<file path="config.mk">
export PLATFORM = sky130hd
export DESIGN_NAME = iet_core
export DESIGN_NICKNAME = d
export VERILOG_FILES = /design/src/iet_pkg.sv /design/src/iet_alu.sv /design/src/iet_core.sv
export SDC_FILE = /design/constraint.sdc
export NUM_CORES = 1
export LEC_CHECK = 0
export BUFFER_PORTS_ARGS = -buffer_cell sky130_fd_sc_hd__buf_4
export CELL_PAD_IN_SITES_DETAIL_PLACEMENT = 1
export CELL_PAD_IN_SITES_GLOBAL_PLACEMENT = 2
export CORE_MARGIN = 2
export CORE_UTILIZATION = 40
export CTS_CLUSTER_DIAMETER = 40
export DETAILED_ROUTE_END_ITERATION = 10
export GPL_TIMING_DRIVEN = 0
export PLACE_DENSITY_LB_ADDON = 0.1
export SLEW_MARGIN = 0
export SYNTH_ARGS = -nofsm -noshare
export SYNTH_HDL_FRONTEND = slang
export SYNTH_SLANG_ARGS = --single-unit
export TNS_END_PERCENT = 10
</file>
<file path="constraint.sdc">
create_clock -name clk -period 13.34 [get_ports clk]
set_input_delay 0 -clock clk [delete_from_list [all_inputs] [get_ports clk]]
set_output_delay 0 -clock clk [all_outputs]
set_load 0.005 [all_outputs]
</file>
<file path="src/iet_pkg.sv">
// package: constants and types for the instruction execution core
package iet_pkg;
	localparam int PC_W           = 11;
	localparam int DA_W           = 7;
	localparam int IW             = 14;
	localparam int DW             = 8;
	localparam int STACK_DEPTH    = 4;
	localparam int CLK_HZ         = 10_000_000;
	localparam int CLKS_PER_CYCLE = 4;
	localparam int PH_W           = $clog2(CLKS_PER_CYCLE);

	// phases of one instruction cycle
	localparam logic [1:0] PH_FETCH  = 2'h0;
	localparam logic [1:0] PH_DECODE = 2'h1;
	localparam logic [1:0] PH_READ   = 2'h2;
	localparam logic [1:0] PH_EXEC   = 2'h3;

	localparam logic [PC_W-1:0] PC_RESET  = 11'h000;
	localparam logic [DA_W-1:0] PCL_ADDR  = 7'h02;
	localparam logic [2:0]      TBL_PAGE  = 3'h7;
	localparam logic [IW-1:0]   IR_RESET  = 14'h0000;
	localparam logic [DW-1:0]   ZERO_BYTE = 8'h00;

	// instruction word field positions
	localparam int F_GRP  = 12;
	localparam int F_DEST = 11;
	localparam int F_ALU  = 7;
	localparam int F_IOP  = 8;
	localparam int F_BFN  = 10;
	localparam int F_BIDX = 7;
	localparam int F_CALL = 11;

	// instruction groups
	localparam logic [1:0] GRP_MEM = 2'h0;
	localparam logic [1:0] GRP_IMM = 2'h1;
	localparam logic [1:0] GRP_BIT = 2'h2;
	localparam logic [1:0] GRP_BR  = 2'h3;

	// bit group functions
	localparam logic [1:0] BIT_SET      = 2'h0;
	localparam logic [1:0] BIT_CLEAR    = 2'h1;
	localparam logic [1:0] BIT_SKIP_SET = 2'h2;
	localparam logic [1:0] BIT_SKIP_CLR = 2'h3;

	// immediate group: skip if memory zero
	localparam logic [3:0] IMM_SKIP_ZERO = 4'h8;

	// system codes in the address field of the special op
	localparam logic [DA_W-1:0] SYS_NOP      = 7'h00;
	localparam logic [DA_W-1:0] SYS_HALT     = 7'h01;
	localparam logic [DA_W-1:0] SYS_SUB_EXIT = 7'h02;
	localparam logic [DA_W-1:0] SYS_INT_EXIT = 7'h03;

	typedef enum logic [3:0] {
		ALU_MOVE            = 4'h0,
		ALU_ADD             = 4'h1,
		ALU_ADD_CARRY       = 4'h2,
		ALU_SUB             = 4'h3,
		ALU_SUB_CARRY       = 4'h4,
		ALU_AND             = 4'h5,
		ALU_OR              = 4'h6,
		ALU_XOR             = 4'h7,
		ALU_COMPLEMENT      = 4'h8,
		ALU_ADD_ONE         = 4'h9,
		ALU_SUB_ONE         = 4'ha,
		ALU_ROT_RIGHT       = 4'hb,
		ALU_ROT_LEFT        = 4'hc,
		ALU_ROT_RIGHT_CARRY = 4'hd,
		ALU_ROT_LEFT_CARRY  = 4'he,
		ALU_SPECIAL         = 4'hf
	} iet_alu_op_type;

	typedef enum logic [2:0] {
		ST_RUN   = 3'h1,
		ST_EXTRA = 3'h2,
		ST_HALT  = 3'h4
	} iet_state_type;
endpackage

</file>
<file path="src/iet_alu.sv">
// arithmetic, logic and rotate unit of the core
`timescale 1ns/10ps
module iet_alu
	import iet_pkg::*;
(
	// operation
	input  wire iet_alu_op_type op,
	input  wire logic           dest_mem,
	// operands
	input  wire logic [DW-1:0]  acc,
	input  wire logic [DW-1:0]  opnd,
	input  wire logic           carry_in,
	// result and flags
	output logic      [DW-1:0]  result,
	output logic                c_out,
	output logic                ac_out,
	output logic                ov_out,
	output logic                z_out,
	output logic                upd_z,
	output logic                upd_c,
	output logic                upd_acov
);
	wire logic          is_sub   = (op == ALU_SUB) || (op == ALU_SUB_CARRY);
	wire logic          is_arith = (op == ALU_ADD) || (op == ALU_ADD_CARRY) || is_sub;
	wire logic [DW-1:0] opnd_x   = is_sub ? ~opnd : opnd;
	wire logic          cin      = (op == ALU_ADD) ? 1'b0 : (op == ALU_SUB) ? 1'b1 : carry_in;
	wire logic [DW:0]   sum      = {1'b0, acc} + {1'b0, opnd_x} + {8'h00, cin};
	wire logic [4:0]    half     = {1'b0, acc[3:0]} + {1'b0, opnd_x[3:0]} + {4'h0, cin};
	wire logic          rot_c    = (op == ALU_ROT_RIGHT_CARRY) || (op == ALU_ROT_LEFT_CARRY);

	always_comb begin
		case (op)
			ALU_MOVE:            result = dest_mem ? acc : opnd;
			ALU_ADD,
			ALU_ADD_CARRY,
			ALU_SUB,
			ALU_SUB_CARRY:       result = sum[DW-1:0];
			ALU_AND:             result = acc & opnd;
			ALU_OR:              result = acc | opnd;
			ALU_XOR:             result = acc ^ opnd;
			ALU_COMPLEMENT:      result = ~opnd;
			ALU_ADD_ONE:         result = opnd + 8'h01;
			ALU_SUB_ONE:         result = opnd - 8'h01;
			ALU_ROT_RIGHT:       result = {opnd[0], opnd[DW-1:1]};
			ALU_ROT_LEFT:        result = {opnd[DW-2:0], opnd[DW-1]};
			ALU_ROT_RIGHT_CARRY: result = {carry_in, opnd[DW-1:1]};
			ALU_ROT_LEFT_CARRY:  result = {opnd[DW-2:0], carry_in};
			default:             result = opnd;
		endcase
	end

	// carry set means no borrow on subtraction
	assign c_out    = is_arith ? sum[DW] : (op == ALU_ROT_RIGHT_CARRY) ? opnd[0] : opnd[DW-1];
	assign ac_out   = half[4];
	assign ov_out   = (acc[DW-1] == opnd_x[DW-1]) && (sum[DW-1] != acc[DW-1]);
	assign z_out    = (result == ZERO_BYTE);
	assign upd_c    = is_arith || rot_c;
	assign upd_acov = is_arith;
	assign upd_z    = is_arith || ((op >= ALU_AND) && (op <= ALU_SUB_ONE));
endmodule

</file>
<file path="src/iet_core.sv">
// instruction sequencing and execution core
`timescale 1ns/10ps
module iet_core
	import iet_pkg::*;
#(
	parameter int DEPTH = STACK_DEPTH
) (
	// clock and reset
	input  wire logic            clk,
	input  wire logic            sys_rst,
	// program memory, one clock read latency
	output logic      [PC_W-1:0] prog_addr,
	input  wire logic [IW-1:0]   prog_rdata,
	// data memory, one clock read latency
	output logic      [DA_W-1:0] dmem_addr,
	input  wire logic [DW-1:0]   dmem_rdata,
	output logic                 dmem_wr_en,
	output logic      [DW-1:0]   dmem_wr_data,
	// wake and interrupt control
	input  wire logic            wake_pin,
	input  wire logic            int_taken,
	output logic                 int_enable,
	output logic                 power_down,
	// status
	output logic      [DW-1:0]   acc,
	output logic                 flag_c,
	output logic                 flag_z,
	output logic                 flag_ac,
	output logic                 flag_ov,
	output logic      [5:0]      tbl_high
);
	localparam int SP_W = (DEPTH > 1) ? $clog2(DEPTH) : 1;

	iet_state_type          state;
	iet_state_type          next_state;
	logic [PH_W-1:0]        phase;
	logic [PC_W-1:0]        pc;
	logic [IW-1:0]          ir;
	logic [SP_W-1:0]        sp;
	logic [PC_W-1:0]        stack_mem [DEPTH];
	logic                   tab_pending;
	logic [1:0]             wake_sync;

	// phase divider gives the execute enable
	wire logic cyc_end = (phase == PH_EXEC);
	wire logic fetch_latch = (phase == PH_DECODE);

	// decode
	wire logic [1:0]        grp     = ir[F_GRP +: 2];
	wire logic              m_dest  = ir[F_DEST];
	wire iet_alu_op_type    m_alu   = iet_alu_op_type'(ir[F_ALU +: 4]);
	wire logic [3:0]        i_op    = ir[F_IOP +: 4];
	wire logic [1:0]        b_fn    = ir[F_BFN +: 2];
	wire logic [2:0]        b_idx   = ir[F_BIDX +: 3];
	wire logic [DA_W-1:0]   sys_cd  = ir[DA_W-1:0];
	wire logic [PC_W-1:0]   target  = ir[PC_W-1:0];
	wire logic              is_mem  = (grp == GRP_MEM);
	wire logic              is_spec = is_mem && (m_alu == ALU_SPECIAL);
	wire logic              is_sys  = is_spec && !m_dest;
	wire logic              is_tab  = is_spec && m_dest;
	wire logic              is_halt = is_sys && (sys_cd == SYS_HALT);
	wire logic              is_sret = is_sys && (sys_cd == SYS_SUB_EXIT);
	wire logic              is_iret = is_sys && (sys_cd == SYS_INT_EXIT);
	wire logic              is_imm  = (grp == GRP_IMM) && !i_op[3];
	wire logic              is_sz   = (grp == GRP_IMM) && (i_op == IMM_SKIP_ZERO);
	wire logic              is_bit  = (grp == GRP_BIT);
	wire logic              is_br   = (grp == GRP_BR);
	wire logic              is_jmp  = is_br && !ir[F_CALL];
	wire logic              is_call = is_br && ir[F_CALL];

	// operand selection; the pc low byte is read from the core itself
	wire logic [DW-1:0]     mem_val = (dmem_addr == PCL_ADDR) ? pc[DW-1:0] : dmem_rdata;
	wire logic [DW-1:0]     imm_val = ir[DW-1:0];
	wire iet_alu_op_type    alu_op  = is_imm ? iet_alu_op_type'(i_op) : m_alu;
	wire logic [DW-1:0]     alu_b   = is_imm ? imm_val : mem_val;
	logic [DW-1:0]          alu_res;
	logic                   alu_c;
	logic                   alu_ac;
	logic                   alu_ov;
	logic                   alu_z;
	logic                   upd_z;
	logic                   upd_c;
	logic                   upd_acov;

	iet_alu u_alu (
		.op       (alu_op),
		.dest_mem (m_dest && !is_imm),
		.acc      (acc),
		.opnd     (alu_b),
		.carry_in (flag_c),
		.result   (alu_res),
		.c_out    (alu_c),
		.ac_out   (alu_ac),
		.ov_out   (alu_ov),
		.z_out    (alu_z),
		.upd_z    (upd_z),
		.upd_c    (upd_c),
		.upd_acov (upd_acov)
	);

	// bit manipulation and tests
	wire logic [DW-1:0] bit_mask = 8'h01 << b_idx;
	wire logic [DW-1:0] bit_val  = (b_fn == BIT_SET) ? (mem_val | bit_mask)
		: (mem_val & ~bit_mask);
	wire logic bit_test = mem_val[b_idx];
	wire logic skip_taken = (is_bit && (b_fn == BIT_SKIP_SET) && bit_test)
		|| (is_bit && (b_fn == BIT_SKIP_CLR) && !bit_test)
		|| (is_sz && (mem_val == ZERO_BYTE));

	// write-back selection
	wire logic wr_mem  = (is_mem && m_dest && !is_spec) || (is_bit && !b_fn[1]);
	wire logic wr_acc  = (is_mem && !m_dest && !is_spec) || is_imm;
	wire logic [DW-1:0] wr_val = is_bit ? bit_val : alu_res;
	wire logic pcl_wr  = wr_mem && (dmem_addr == PCL_ADDR);
	wire logic two_cyc = is_jmp || is_call || is_sret || is_iret || is_tab
		|| pcl_wr || skip_taken;

	// next program counter
	wire logic [SP_W-1:0] sp_dec  = sp - 1'b1;
	wire logic [PC_W-1:0] pc_inc  = pc + 11'h001;
	wire logic [PC_W-1:0] pc_skip = pc + 11'h002;
	wire logic [PC_W-1:0] ret_pc  = stack_mem[sp_dec];
	wire logic [PC_W-1:0] next_pc = (is_jmp || is_call) ? target
		: (is_sret || is_iret) ? ret_pc
		: pcl_wr ? {pc[PC_W-1:DW], wr_val}
		: skip_taken ? pc_skip
		: pc_inc;
	wire logic [PC_W-1:0] tbl_addr = {TBL_PAGE, acc};
	wire logic exec_run = cyc_end && (state == ST_RUN);

	always_comb begin
		case (state)
			ST_RUN: begin
				if (is_halt)
					next_state = ST_HALT;
				else if (two_cyc)
					next_state = ST_EXTRA;
				else
					next_state = ST_RUN;
			end
			ST_EXTRA: next_state = ST_RUN;
			ST_HALT:  next_state = wake_sync[1] ? ST_RUN : ST_HALT;
			default:  next_state = ST_RUN;
		endcase
	end

	assign power_down = (state == ST_HALT);

	// phase counter and sequencer
	always_ff @(posedge clk) begin
		if (sys_rst) begin
			phase     <= '0;
			state     <= ST_RUN;
			wake_sync <= 2'h0;
		end else begin
			phase     <= phase + 1'b1;
			wake_sync <= {wake_sync[0], wake_pin};
			if (cyc_end)
				state <= next_state;
		end
	end

	// fetch path
	always_ff @(posedge clk) begin
		if (sys_rst) begin
			ir        <= IR_RESET;
			dmem_addr <= '0;
		end else if (fetch_latch && (state == ST_RUN)) begin
			ir        <= prog_rdata;
			dmem_addr <= prog_rdata[DA_W-1:0];
		end
	end

	// program counter and program memory address
	always_ff @(posedge clk) begin
		if (sys_rst) begin
			pc          <= PC_RESET;
			prog_addr   <= PC_RESET;
			tab_pending <= 1'b0;
		end else if (exec_run && !is_halt) begin
			pc          <= next_pc;
			prog_addr   <= is_tab ? tbl_addr : next_pc;
			tab_pending <= is_tab;
		end else if (exec_run) begin
			pc          <= pc_inc;
			prog_addr   <= pc_inc;
		end else if (cyc_end && (state == ST_EXTRA)) begin
			prog_addr   <= pc;
			tab_pending <= 1'b0;
		end
	end

	// return address stack
	always_ff @(posedge clk) begin
		if (sys_rst)
			sp <= '0;
		else if (exec_run && is_call) begin
			stack_mem[sp] <= pc_inc;
			sp            <= sp + 1'b1;
		end else if (exec_run && (is_sret || is_iret))
			sp <= sp_dec;
	end

	// accumulator and flags
	always_ff @(posedge clk) begin
		if (sys_rst) begin
			acc     <= ZERO_BYTE;
			flag_c  <= 1'b0;
			flag_z  <= 1'b0;
			flag_ac <= 1'b0;
			flag_ov <= 1'b0;
		end else if (exec_run && (wr_acc || wr_mem) && !is_bit) begin
			if (wr_acc)
				acc <= alu_res;
			if (upd_c)
				flag_c <= alu_c;
			if (upd_z)
				flag_z <= alu_z;
			if (upd_acov) begin
				flag_ac <= alu_ac;
				flag_ov <= alu_ov;
			end
		end
	end

	// data memory write and table capture
	always_ff @(posedge clk) begin
		if (sys_rst) begin
			dmem_wr_en   <= 1'b0;
			dmem_wr_data <= ZERO_BYTE;
			tbl_high     <= 6'h00;
		end else if (exec_run && wr_mem && !pcl_wr) begin
			dmem_wr_en   <= 1'b1;
			dmem_wr_data <= wr_val;
		end else if (fetch_latch && (state == ST_EXTRA) && tab_pending) begin
			dmem_wr_data <= prog_rdata[DW-1:0];
			tbl_high     <= prog_rdata[IW-1:DW];
		end else if (cyc_end && (state == ST_EXTRA) && tab_pending)
			dmem_wr_en <= 1'b1;
		else
			dmem_wr_en <= 1'b0;
	end

	// interrupt enable; re-enable wins over a same-cycle take
	always_ff @(posedge clk) begin
		if (sys_rst)
			int_enable <= 1'b0;
		else if (exec_run && is_iret)
			int_enable <= 1'b1;
		else if (int_taken)
			int_enable <= 1'b0;
	end
endmodule

</file>
==> results.py, run 1 <==
metrics = {
    "setup_path": {
        "cpMaxStageDelayCell": "nor4b_1",
        "crit_buf_inv": 6,
        "start_kind": "flip-flop",
        "worstSetupPathType": "reg2reg",
        "critPathCaptureType": "flip-flop",
        "worst-path-max-fanout": 10,
        "path_cells": "clkbuf_1 > clkbuf_1 > buf_2 > buf_2 > buf_1 > nand2_1 > a21oi_1 > nor2_1 > xnor2_1 > fa_1 > inv_1 > fa_1 > nor2b_1 > o21a_1 > or3_1 > a32o_1 > nor4b_1 > a21o_1 > o2bb2ai_1 > o21ai_0 > a21oi_1",
        "max_stage_delay_ns": 0.93,
        "arrival_ns": 7.66,
        "crit_family": "buffers and inverters",
        "cp.required_ns": 13.63,
    },
    "grt": {
        "grt_pass1_vias": 9307,
        "antenna_found_initial": 0,
        "grt_max_degree": 17,
        "grt.overflow.total": 0,
        "grt_use_total_pct": 35.7,
        "grt_pass1_wl_microns": 58800,
    },
    "clock_network": {
        "post_cts_buffers": 0,
        "clkTransAtPathRegs_ns": 0.06,
        "cts_buffer_depth": 2,
        "cts_tree": "done",
        "holdBufCountCts": 16,
        "htreeDepth": 4,
        "cts_sinks": 118,
        "cts_buffers": 17,
        "cts_resized": 0,
        "root_buffer": "clkbuf_16",
        "clkLatencyLatePin_ns": 0.43,
    },
    "floorplanning": {
        "die_h_microns": 151,
        "ios": 73,
        "dieArea_sq_um": 22800,
        "coreArea_sq_um": 21100,
        "die_width_microns": 151,
        "initial_core_util_pct": 40.9,
        "rows": 53,
    },
    "logic_synthesis": {
        "yosys_warnings": 0,
        "synth_nets": 1114,
        "synth-async-reset-ratio_pct": 0,
        "synth_ff_type": "dfxtp_1",
        "synth_seq_cells": 118,
        "syn_area_per_cell_sq_um": 8.23,
        "synth.distinct_cells": 79,
        "synth_edf_count": 44,
        "synth_area_sq_um": 8630,
        "synth_seq_area_share_pct": 32.5,
        "syn_inst": 1048,
    },
    "timing": {
        "worstMarginPinSlew_ns": 1.28,
        "skew_ns": 0.0177,
        "drv_slew": 0,
        "fmax_ghz": 0.136,
        "period_share_pct": 55.3,
        "slew_headroom_pct": 13.7,
        "final.min_clock_period_ns": 7.37,
        "rsz0062_at_grt": "false",
        "hold_viol_final": 0,
        "setup_viol": 0,
        "fin_setup_tns_ns": 0,
    },
    "placed_design": {
        "dp_hpwl_microns": 30500,
        "io_buffer_count": 71,
        "dp.cells": 1395,
        "globalplace.congestion": 0.999,
    },
    "routing": {
        "first_iter_violations": 800,
        "wire_per_inst_microns": 27.9,
        "via_per_inst": 6.52,
        "drt_first_pass_iters": 7,
        "routed_wl_microns": 40300,
        "drc": 0,
        "num_vias": 9403,
        "ant_nets": 0,
    },
    "final_layout": {
        "stdcell_count": 1443,
        "most-common-layout-cells": "nor2_1 (122), nand2_1 (106), a21oi_1 (92)",
        "layout.nets": 1221,
        "drive_gt1_share_pct": 13.7,
        "area_growth_pct": 18.7,
        "final_common_cell": "nor2_1",
        "diodes": 0,
    },
    "flow_run": {
        "drv_cap": 0,
    },
    "run_status": {
        "status": "completed",
    },
    "power": {
        "power_uw": 1130,
        "peakVddDrop_mv": 0.0796,
        "p_leak_uw": 0.00380,
        "p_per_area_nw_per_um2": 110,
    },
    "hold_path": {
        "hp-class": "in2reg",
    },
}
-- final cells by class --
type | instances | area (sq um)
multi-input cells | 818 | 5370
flip-flops and latches | 118 | 2800
clock buffers | 17 | 425
repair buffers | 88 | 698
clock inverters | 15 | 145
well taps | 275 | 344
inverters | 35 | 131
plain buffers | 77 | 327
fillers | 2528 | 10800
-- state kept, by name (all words and copies together) (netlist names) --
register,flops
sp,2
flag_z,1
wake_sync,2
pc,11
flag_ac,1
state,3
tab_pending,1
dmem_addr,6
phase,2
flag_ov,1
prog_addr,11
dmem_wr_en,1
stack_mem,44
tbl_high,6
ir,8
int_enable,1
flag_c,1
acc,8
dmem_wr_data,8
-- layer usage --
layer | vias up | share of wire [%] | routed length, microns | global-route usage (%)
li1 | 4116 | - | - | -
met1 | 4670 | 43 | 17200 | 47.0
met2 | 499 | 45 | 18100 | 56.0
met3 | 118 | 7.1 | 2850 | 6.72
met4 | 0 | 5.2 | 2110 | 18.4
met5 | - | 0 | 0 | 0
-- synthesized netlist by cell type, types with 12 or more instances --
cell type / instances / area share [%]
nor2_1: 122 / 5.3
nand2_1: 106 / 4.6
a21oi_1: 92 / 5.3
dfxtp_1: 74 / 17
o21ai_0: 55 / 3.2
clkbuf_1: 49 / 2.1
edfxtp_1: 44 / 15
nand3_1: 43 / 2.5
ha_1: 37 / 5.4
inv_1: 35 / 1.5
nor3_1: 23 / 1.3
xnor2_1: 23 / 2.3
a31oi_1: 22 / 1.6
a211oi_1: 19 / 1.7
and2_1: 16 / 1.2
mux4_2: 16 / 4.2
a21o_1: 13 / 1.1
and3_1: 13 / 0.94
mux2i_1: 13 / 1.5
buf_1: 12 / 0.52
-- path summary, 6_finish.rpt --
path	slack (ns)	startpoint	endpoint	cells past startpoint
setup / recovery	5.97	ir[8]	prog_addr[4]	21
hold / removal	0.33	wake_pin	wake_sync[0]	3
setup reg to reg	5.97	ir[8]	prog_addr[4]	21
hold reg to reg	0.45	wake_sync[0]	wake_sync[1]	1
-- stage by stage --
| stage | hold slack (ns) | area, sq um | setup slack (ns) | utilization [%] |
|---|---|---|---|---|
| detailed placement | 0.217 | 9510 | 6.27 | 45.1 |
| global route | 0.364 | 10200 | 5.81 | 48.6 |
| CTS | 0.312 | 10200 | 6.22 | 48.6 |
| finish | 0.326 | 10200 | 5.97 | 48.6 |
| floorplan | 0.128 | 8630 | 8.18 | - |
| global placement | 0.213 | 9510 | 6.19 | 45.1 |
-- where the power goes --
| group | switching, uW | total [uW] | internal (uW) |
|---|---|---|---|
| Combinational | 185 | 278 | 93.0 |
| Sequential | 13.8 | 394 | 380 |
| Clock | 198 | 459 | 261 |
| Total | 396 | 1130 | 735 |
-- tightest hold or removal path: cells and delay by family --
kind / cells / cell delay (ns)
buffers and inverters: 2 / 0.61
AND/OR/NAND/NOR: 1 / 0.10
-- logic make-up after synthesis --
family / count (synthesis) / share of synthesized area, %
DFF: 118 / 32.5
muxes: 34 / 6.34
buffers and inverters: 112 / 5.31
and+or+nand+nor: 395 / 21.9
AOI/OAI and AO/OA: 320 / 25.0
adders and majority gates: 40 / 6.06
xor gates and xnor gates: 29 / 2.94
(Power assumes the default switching activity.)
==> run 2, diff against run 1 <==
--- a/config.mk
+++ b/config.mk
@@ -5,11 +5,12 @@
 export SDC_FILE = /design/constraint.sdc
 export NUM_CORES = 1
 export LEC_CHECK = 0
+export ABC_AREA = 1
 export BUFFER_PORTS_ARGS = -buffer_cell sky130_fd_sc_hd__buf_4
 export CELL_PAD_IN_SITES_DETAIL_PLACEMENT = 1
 export CELL_PAD_IN_SITES_GLOBAL_PLACEMENT = 2
 export CORE_MARGIN = 2
-export CORE_UTILIZATION = 40
+export CORE_UTILIZATION = 34
 export CTS_CLUSTER_DIAMETER = 40
 export DETAILED_ROUTE_END_ITERATION = 10
 export GPL_TIMING_DRIVEN = 0
==> constraint.sdc (replaced) <==
create_clock -name clk -period 7.1 [get_ports clk]
set_input_delay 0 -clock clk [delete_from_list [all_inputs] [get_ports clk]]
set_output_delay 0 -clock clk [all_outputs]
set_load 0.005 [all_outputs]
==> run 2 against run 1 <==
Critical path depth increased by 5. Register-to-register slack worse by 3.4 ns. Maximum frequency is 61% higher. Sequential power grew 90%. Utilization down 6.6 points. Global-route usage shrank 8.2 points. Die area grew 10%. Wire length down 17%. Clock power rose by 100%. Clock-buffer cell count is 4 higher. Critical path type unchanged.
==> results.py, run 2 <==
metrics = {
    "routing": {
        "routed_wl_microns": 33400,
        "via_per_inst": 5.22,
        "ant_nets": 0,
        "first_iter_violations": 549,
        "num_vias": 8398,
        "drc": 0,
        "wire_per_inst_microns": 20.8,
        "drt_first_pass_iters": 5,
    },
    "setup_path": {
        "crit_path_frequent_cell": "nand2_1",
        "arrival_ns": 4.88,
        "worst-path-max-fanout": 9,
        "start_kind": "flip-flop",
        "critPathCaptureType": "flip-flop",
        "max_stage_delay_ns": 0.53,
        "worstSetupPathType": "reg2reg",
        "cp.required_ns": 7.41,
        "cpMaxStageDelayCell": "fa_1",
    },
    "grt": {
        "grt_max_degree": 17,
        "antenna_found_initial": 0,
        "grt_pass1_vias": 8385,
        "grt_use_total_pct": 27.5,
        "grt_pass1_wl_microns": 50900,
        "grt.overflow.total": 0,
    },
    "final_layout": {
        "layout.nets": 1344,
        "top_register": "stack_mem",
        "largest_reg_flops": 44,
        "reg_top3": "stack_mem (44), pc (11), prog_addr (11)",
        "area_growth_pct": 21.2,
        "final_common_cell": "nand2_1",
        "most-common-layout-cells": "nand2_1 (290), inv_1 (132), nor2_1 (105)",
        "diodes": 0,
        "drive_gt1_share_pct": 12.7,
    },
    "timing": {
        "skew_ns": 0.0123,
        "worstMarginPinSlew_ns": 1.16,
        "period_share_pct": 64.4,
        "worst_hold_slack_ns": 0.151,
        "drv_slew": 0,
        "setup_viol": 0,
        "slew_headroom_pct": 22.7,
        "fin_setup_tns_ns": 0,
        "hold_viol_final": 0,
        "final.min_clock_period_ns": 4.57,
        "fmax_ghz": 0.219,
        "rsz0062_at_grt": "false",
    },
    "logic_synthesis": {
        "synth_top_family_by_area": "simple AND/OR/NAND/NOR gates",
        "synth-async-reset-ratio_pct": 0,
        "synth-compound-area-share_pct": 17.3,
        "synth_area_leaders": "dfxtp_1 (18%), edfxtp_1 (16%), nand2_1 (13%)",
        "synth_area_sq_um": 8100,
        "synth-simple-area-share_pct": 29.7,
        "synth_ff_type": "dfxtp_1",
        "synth_seq_cells": 118,
        "synth_seq_area_share_pct": 34.6,
        "synthTopCellsByCount": "nand2_1 (290), inv_1 (132), nor2_1 (105)",
        "syn_inst": 1171,
        "synth_largest_area_cell": "dfxtp_1",
        "yosys.area_share.adder_pct": 6.46,
        "synth_most_common_cell": "nand2_1",
        "synth_top_area_share_pct": 18.3,
        "synth_nets": 1237,
        "synth_xor_area_share_pct": 2.81,
        "synth_edf_count": 44,
        "synth.distinct_cells": 51,
        "yosys_warnings": 0,
        "syn_area_per_cell_sq_um": 6.92,
        "synth.area.mux_share_pct": 0,
    },
    "power": {
        "switching_power_uw": 858,
        "swShare_pct": 36.3,
        "power_uw": 2360,
        "p_per_area_nw_per_um2": 241,
        "p_seq_share_pct": 31.8,
        "power.internal_uw": 1500,
        "pwr-share-clk_pct": 39.0,
        "combPwrFrac_pct": 29.3,
        "peakVddDrop_mv": 0.166,
        "p_leak_uw": 0.00433,
    },
    "run_status": {
        "status": "completed",
    },
    "clock_network": {
        "cts_buffer_depth": 2,
        "htreeDepth": 4,
        "root_buffer": "clkbuf_16",
        "cts_tree": "done",
        "clkLatencyLatePin_ns": 0.43,
        "post_cts_buffers": 0,
        "clkTransAtPathRegs_ns": 0.06,
        "cts_sinks": 118,
        "cts_buffers": 17,
    },
    "floorplanning": {
        "die_width_microns": 158,
        "dieArea_sq_um": 25100,
        "initial_core_util_pct": 34.6,
        "ios": 73,
        "die_h_microns": 158,
        "coreArea_sq_um": 23400,
        "rows": 56,
    },
    "hold_path": {
        "hp-class": "in2reg",
    },
    "placed_design": {
        "io_buffer_count": 72,
        "globalplace.congestion": 0.913,
        "dp_hpwl_microns": 26000,
    },
    "flow_run": {
        "drv_cap": 0,
    },
}
run 2: cell types whose count changed after synthesis, sizes merged, moves of 17 or more:
cell,change
inv,+108
clkbuf,-26
and2,-17
o21ai,+37
xnor2,-18
nand3,+53
nand2,+195
run 2: path summary, 6_finish.rpt:
path,cells past startpoint,endpoint,from,slack [ns]
max,26,prog_addr[4],ir[11],2.53
min,4,state[0],sys_rst,0.15
max reg2reg,26,prog_addr[4],ir[11],2.53
min reg2reg,2,wake_sync[1],wake_sync[0],0.41
run 2: worst max-delay path, delay by kind of cell, from the launching register on:
family	cells	cell delay [ns]
adder cells (fa/ha/maj)	2	0.77
XOR/XNOR	1	0.16
buffers and inverters	4	0.47
AO/OA/AOI/OAI	2	0.19
AND/OR/NAND/NOR	17	2.55
flip-flops	1	0.31
run 2: power groups by stage:
stage	clock network [uW]	logic [uW]	registers [uW]
2_1_floorplan	0	443	752
3_3_place_gp	0	666	764
3_5_place_dp	0	672	764
4_1_cts	922	683	750
5_1_grt	954	769	752
6_report	920	691	750
run 2: kinds of logic (layout without fill, tap and decap cells):
group | after synthesis | count (layout)
xor+xnor | 26 | 26
fa+ha+maj | 40 | 40
simple gates | 554 | 554
buf+inv | 183 | 303
compound gates | 250 | 250
flops | 118 | 118
run 2: routing by layer:
layer  vias up  global-route usage [%]  share of wire (%)
met1      4027                    41.6                 51
met3        17                    4.49                5.4
met5         -                       0                  0
li1       4130                       -                  -
met4         0                    3.95               0.57
met2       224                    41.7                 43
run 2: what timing repair did:
action,in CTS,in global routing
hold endpoints to repair,28,0
hold buffers,16,0
gates resized for setup,0,0
run 2: through the flow:
step / std cells / cell area (sq um) / setup slack (ns) / util [%]
after floorplan: 1171 / 8100 / 3.59 / -
after global placement: 1562 / 9040 / 2.64 / 38.6
after detailed placement: 1562 / 9040 / 2.62 / 38.6
after CTS: 1610 / 9820 / 2.59 / 41.9
after global routing: 1610 / 9820 / 2.15 / 41.9
final: 1610 / 9820 / 2.53 / 41.9
run 2: cell type report:
| type | count | area, sq um |
|---|---|---|
| Buffer | 37 | 186 |
| Inverter | 146 | 548 |
| Multi-Input combinational cell | 870 | 4560 |
| Tap cell | 319 | 399 |
| Timing Repair Buffer | 88 | 701 |
| Clock buffer | 21 | 484 |
| Sequential cell | 118 | 2800 |
| Fill cell | 3033 | 13600 |
| Clock inverter | 11 | 134 |
==> run 3, diff against run 2 <==
--- a/config.mk
+++ b/config.mk
@@ -5,12 +5,12 @@
 export SDC_FILE = /design/constraint.sdc
 export NUM_CORES = 1
 export LEC_CHECK = 0
-export ABC_AREA = 1
+export ABC_AREA = 0
 export BUFFER_PORTS_ARGS = -buffer_cell sky130_fd_sc_hd__buf_4
 export CELL_PAD_IN_SITES_DETAIL_PLACEMENT = 1
 export CELL_PAD_IN_SITES_GLOBAL_PLACEMENT = 2
 export CORE_MARGIN = 2
-export CORE_UTILIZATION = 34
+export CORE_UTILIZATION = 37
 export CTS_CLUSTER_DIAMETER = 40
 export DETAILED_ROUTE_END_ITERATION = 10
 export GPL_TIMING_DRIVEN = 0
==> constraint.sdc (replaced) <==
create_clock -name clk -period 4.52 [get_ports clk]
set_input_delay 0 -clock clk [delete_from_list [all_inputs] [get_ports clk]]
set_output_delay 0 -clock clk [all_outputs]
set_load 0.005 [all_outputs]
==> run 3 against run 2 <==
The flow now finishes with violations (setup timing). Die area fell by 2.0%. Combinational power rose by 32%. Worst hold slack improved by 0.18 ns. Worst setup slack got worse by 2.6 ns. Utilization rose by 5.9 points. Sequential cell count did not move. Non-clock buffer count rose by 57.
==> results.py, run 3 (synthesis gave the netlist of run 1 again) <==
metrics = {
    "final_layout": {
        "post-route-util_pct": 47.8,
        "diodes": 0,
        "layout.nets": 1238,
        "most-common-layout-cells": "nor2_1 (119), nand2_1 (105), buf_4 (103)",
        "final_common_cell": "nor2_1",
        "reg_top3": "stack_mem (44), pc (11), prog_addr (11)",
        "top_register": "stack_mem",
        "drive_gt1_share_pct": 20.3,
        "largest_reg_flops": 44,
        "area_growth_pct": 26.3,
    },
    "setup_path": {
        "crit_buf_inv": 5,
        "worstSetupPathType": "reg2reg",
        "reg2reg_depth": 23,
        "start_kind": "flip-flop",
        "crit_family": "simple AND/OR/NAND/NOR gates",
        "cp.required_ns": 4.82,
        "path_cells": "or3b_4 > clkbuf_16 > buf_6 > nand2_4 > o21ai_0 > nand2_1 > a21oi_2 > nor2_4 > xnor2_2 > fa_2 > inv_2 > fa_2 > nor2b_1 > o21a_1 > or3_1 > a32o_2 > nor4b_4 > buf_4 > buf_4 > a21o_1 > o2bb2ai_1 > o21ai_2 > a21oi_1",
        "reg2reg_slack_ns": -0.08,
        "max_stage_delay_ns": 0.44,
        "arrival_ns": 4.91,
        "worst-path-max-fanout": 10,
        "reg2reg_to": "prog_addr[4]",
        "cpMaxStageDelayCell": "or3b_4",
        "critPathCaptureType": "flip-flop",
        "r2r-start": "ir[11]",
    },
    "timing": {
        "setup_viol": 4,
        "slew_headroom_pct": 14.8,
        "final.min_clock_period_ns": 4.60,
        "drv_slew": 0,
        "period_share_pct": 102,
        "worstMarginPinSlew_ns": 1.27,
        "skew_ns": 0.0104,
        "fmax_ghz": 0.217,
        "worst_hold_slack_ns": 0.328,
        "rsz0062_at_grt": "true",
        "hold_viol_final": 0,
        "final.setup.worst_slack_ns": -0.0835,
    },
    "floorplanning": {
        "ios": 73,
        "rows": 55,
        "die_h_microns": 157,
        "initial_core_util_pct": 37.9,
        "dieArea_sq_um": 24600,
        "die_width_microns": 157,
        "coreArea_sq_um": 22800,
    },
    "routing": {
        "ant_nets": 0,
        "routed_wl_microns": 40100,
        "drc": 0,
        "first_iter_violations": 851,
        "wire_per_inst_microns": 26.8,
        "num_vias": 9231,
        "via_per_inst": 6.16,
        "drt_first_pass_iters": 7,
    },
    "clock_network": {
        "root_buffer": "clkbuf_16",
        "clkTransAtPathRegs_ns": 0.06,
        "cts_tree": "done",
        "cts_sinks": 118,
        "htreeDepth": 4,
        "cts_buffers": 17,
        "cts_buffer_depth": 2,
        "clkLatencyLatePin_ns": 0.43,
    },
    "hold_path": {
        "min-delay-start": "wake_pin",
        "hold_path_end": "wake_sync[0]",
        "hp-class": "in2reg",
        "holdPathStages": 3,
    },
    "placed_design": {
        "globalplace.congestion": 0.995,
        "dp_hpwl_microns": 30100,
        "io_buffer_count": 71,
    },
    "run_status": {
        "violations": "setup timing",
        "status": "finished with violations",
    },
    "grt": {
        "grt_pass1_wl_microns": 60600,
        "antenna_found_initial": 1,
        "grt.overflow.total": 0,
        "grt_use_total_pct": 33.5,
        "grt_pass1_vias": 9380,
        "grt_max_degree": 20,
    },
    "power": {
        "p_leak_uw": 0.00407,
        "peakVddDrop_mv": 0.256,
        "p_per_area_nw_per_um2": 325,
    },
    "flow_run": {
        "drv_cap": 0,
    },
}
-- run 3: how the worst max path moves through the flow --
stage / start / to / slack, ns / cells past startpoint
floorplan: ir[7] / flag_z / 0.008 / 22
global placement: dmem_addr[0] / prog_addr[4] / -2.02 / 16
detailed placement: ir[7] / prog_addr[4] / -1.76 / 22
CTS: dmem_addr[3] / dmem_wr_data[7] / -0.01 / 17
global route: ir[6] / prog_addr[6] / -0.23 / 15
finish: ir[11] / prog_addr[4] / -0.08 / 23
-- run 3: timing repair --
action / CTS / global route
pin swaps: 9 / 2
setup endpoints to repair: 34 / 21
resized for setup: 88 / 27
setup buffers: 20 / 3
hold endpoints to repair: 30 / 0
hold buffers: 16 / 0
-- run 3: cell type report --
| class | count | area (sq um) |
|---|---|---|
| sequential | 118 | 2830 |
| tap | 313 | 392 |
| timing repair buffer | 111 | 877 |
| buffer | 71 | 435 |
| clock inverter | 11 | 135 |
| multi-input combinational | 818 | 5600 |
| clock buffer | 21 | 493 |
| inverter | 35 | 135 |
| fill | 2699 | 11900 |
-- run 3: worst reg2reg max path, delay by kind of cell, from the launching register on --
family | cells | cell delay, ns
and+or+nand+nor | 7 | 1.39
AOI/OAI and AO/OA | 8 | 1.33
buffers and inverters | 5 | 0.68
adders and majority gates | 2 | 0.59
DFF | 1 | 0.38
xor gates and xnor gates | 1 | 0.09
-- run 3: report_power, final --
part | total (uW) | switching [uW] | leakage (uW) | internal (uW)
logic | 912 | 568 | 0.00276 | 345
clock network | 1470 | 563 | 0.000306 | 903
registers | 1170 | 44.8 | 0.00101 | 1120
-- run 3: layer usage --
| metal | track usage, % | part of all wire, % | up-vias |
|---|---|---|---|
| met5 | 0 | 0 | - |
| met4 | 15.6 | 4.2 | 0 |
| met3 | 6.34 | 6.8 | 89 |
| met2 | 51.9 | 45 | 410 |
| met1 | 45.2 | 44 | 4599 |
| li1 | - | - | 4133 |
-- run 3: stage by stage --
step	setup slack [ns]	TNS, ns	cell area (sq um)	total power (uW)	cells
after floorplan	0.00794	0	8660	1650	1048
after global placement	-2.02	-45.51	9590	1960	1432
after detailed placement	-1.76	-32.65	9590	1970	1433
after CTS	-0.0144	-0.0281	10800	3500	1496
after global routing	-0.229	-1.55	10900	3660	1498
final	-0.0835	-0.239	10900	3550	1498
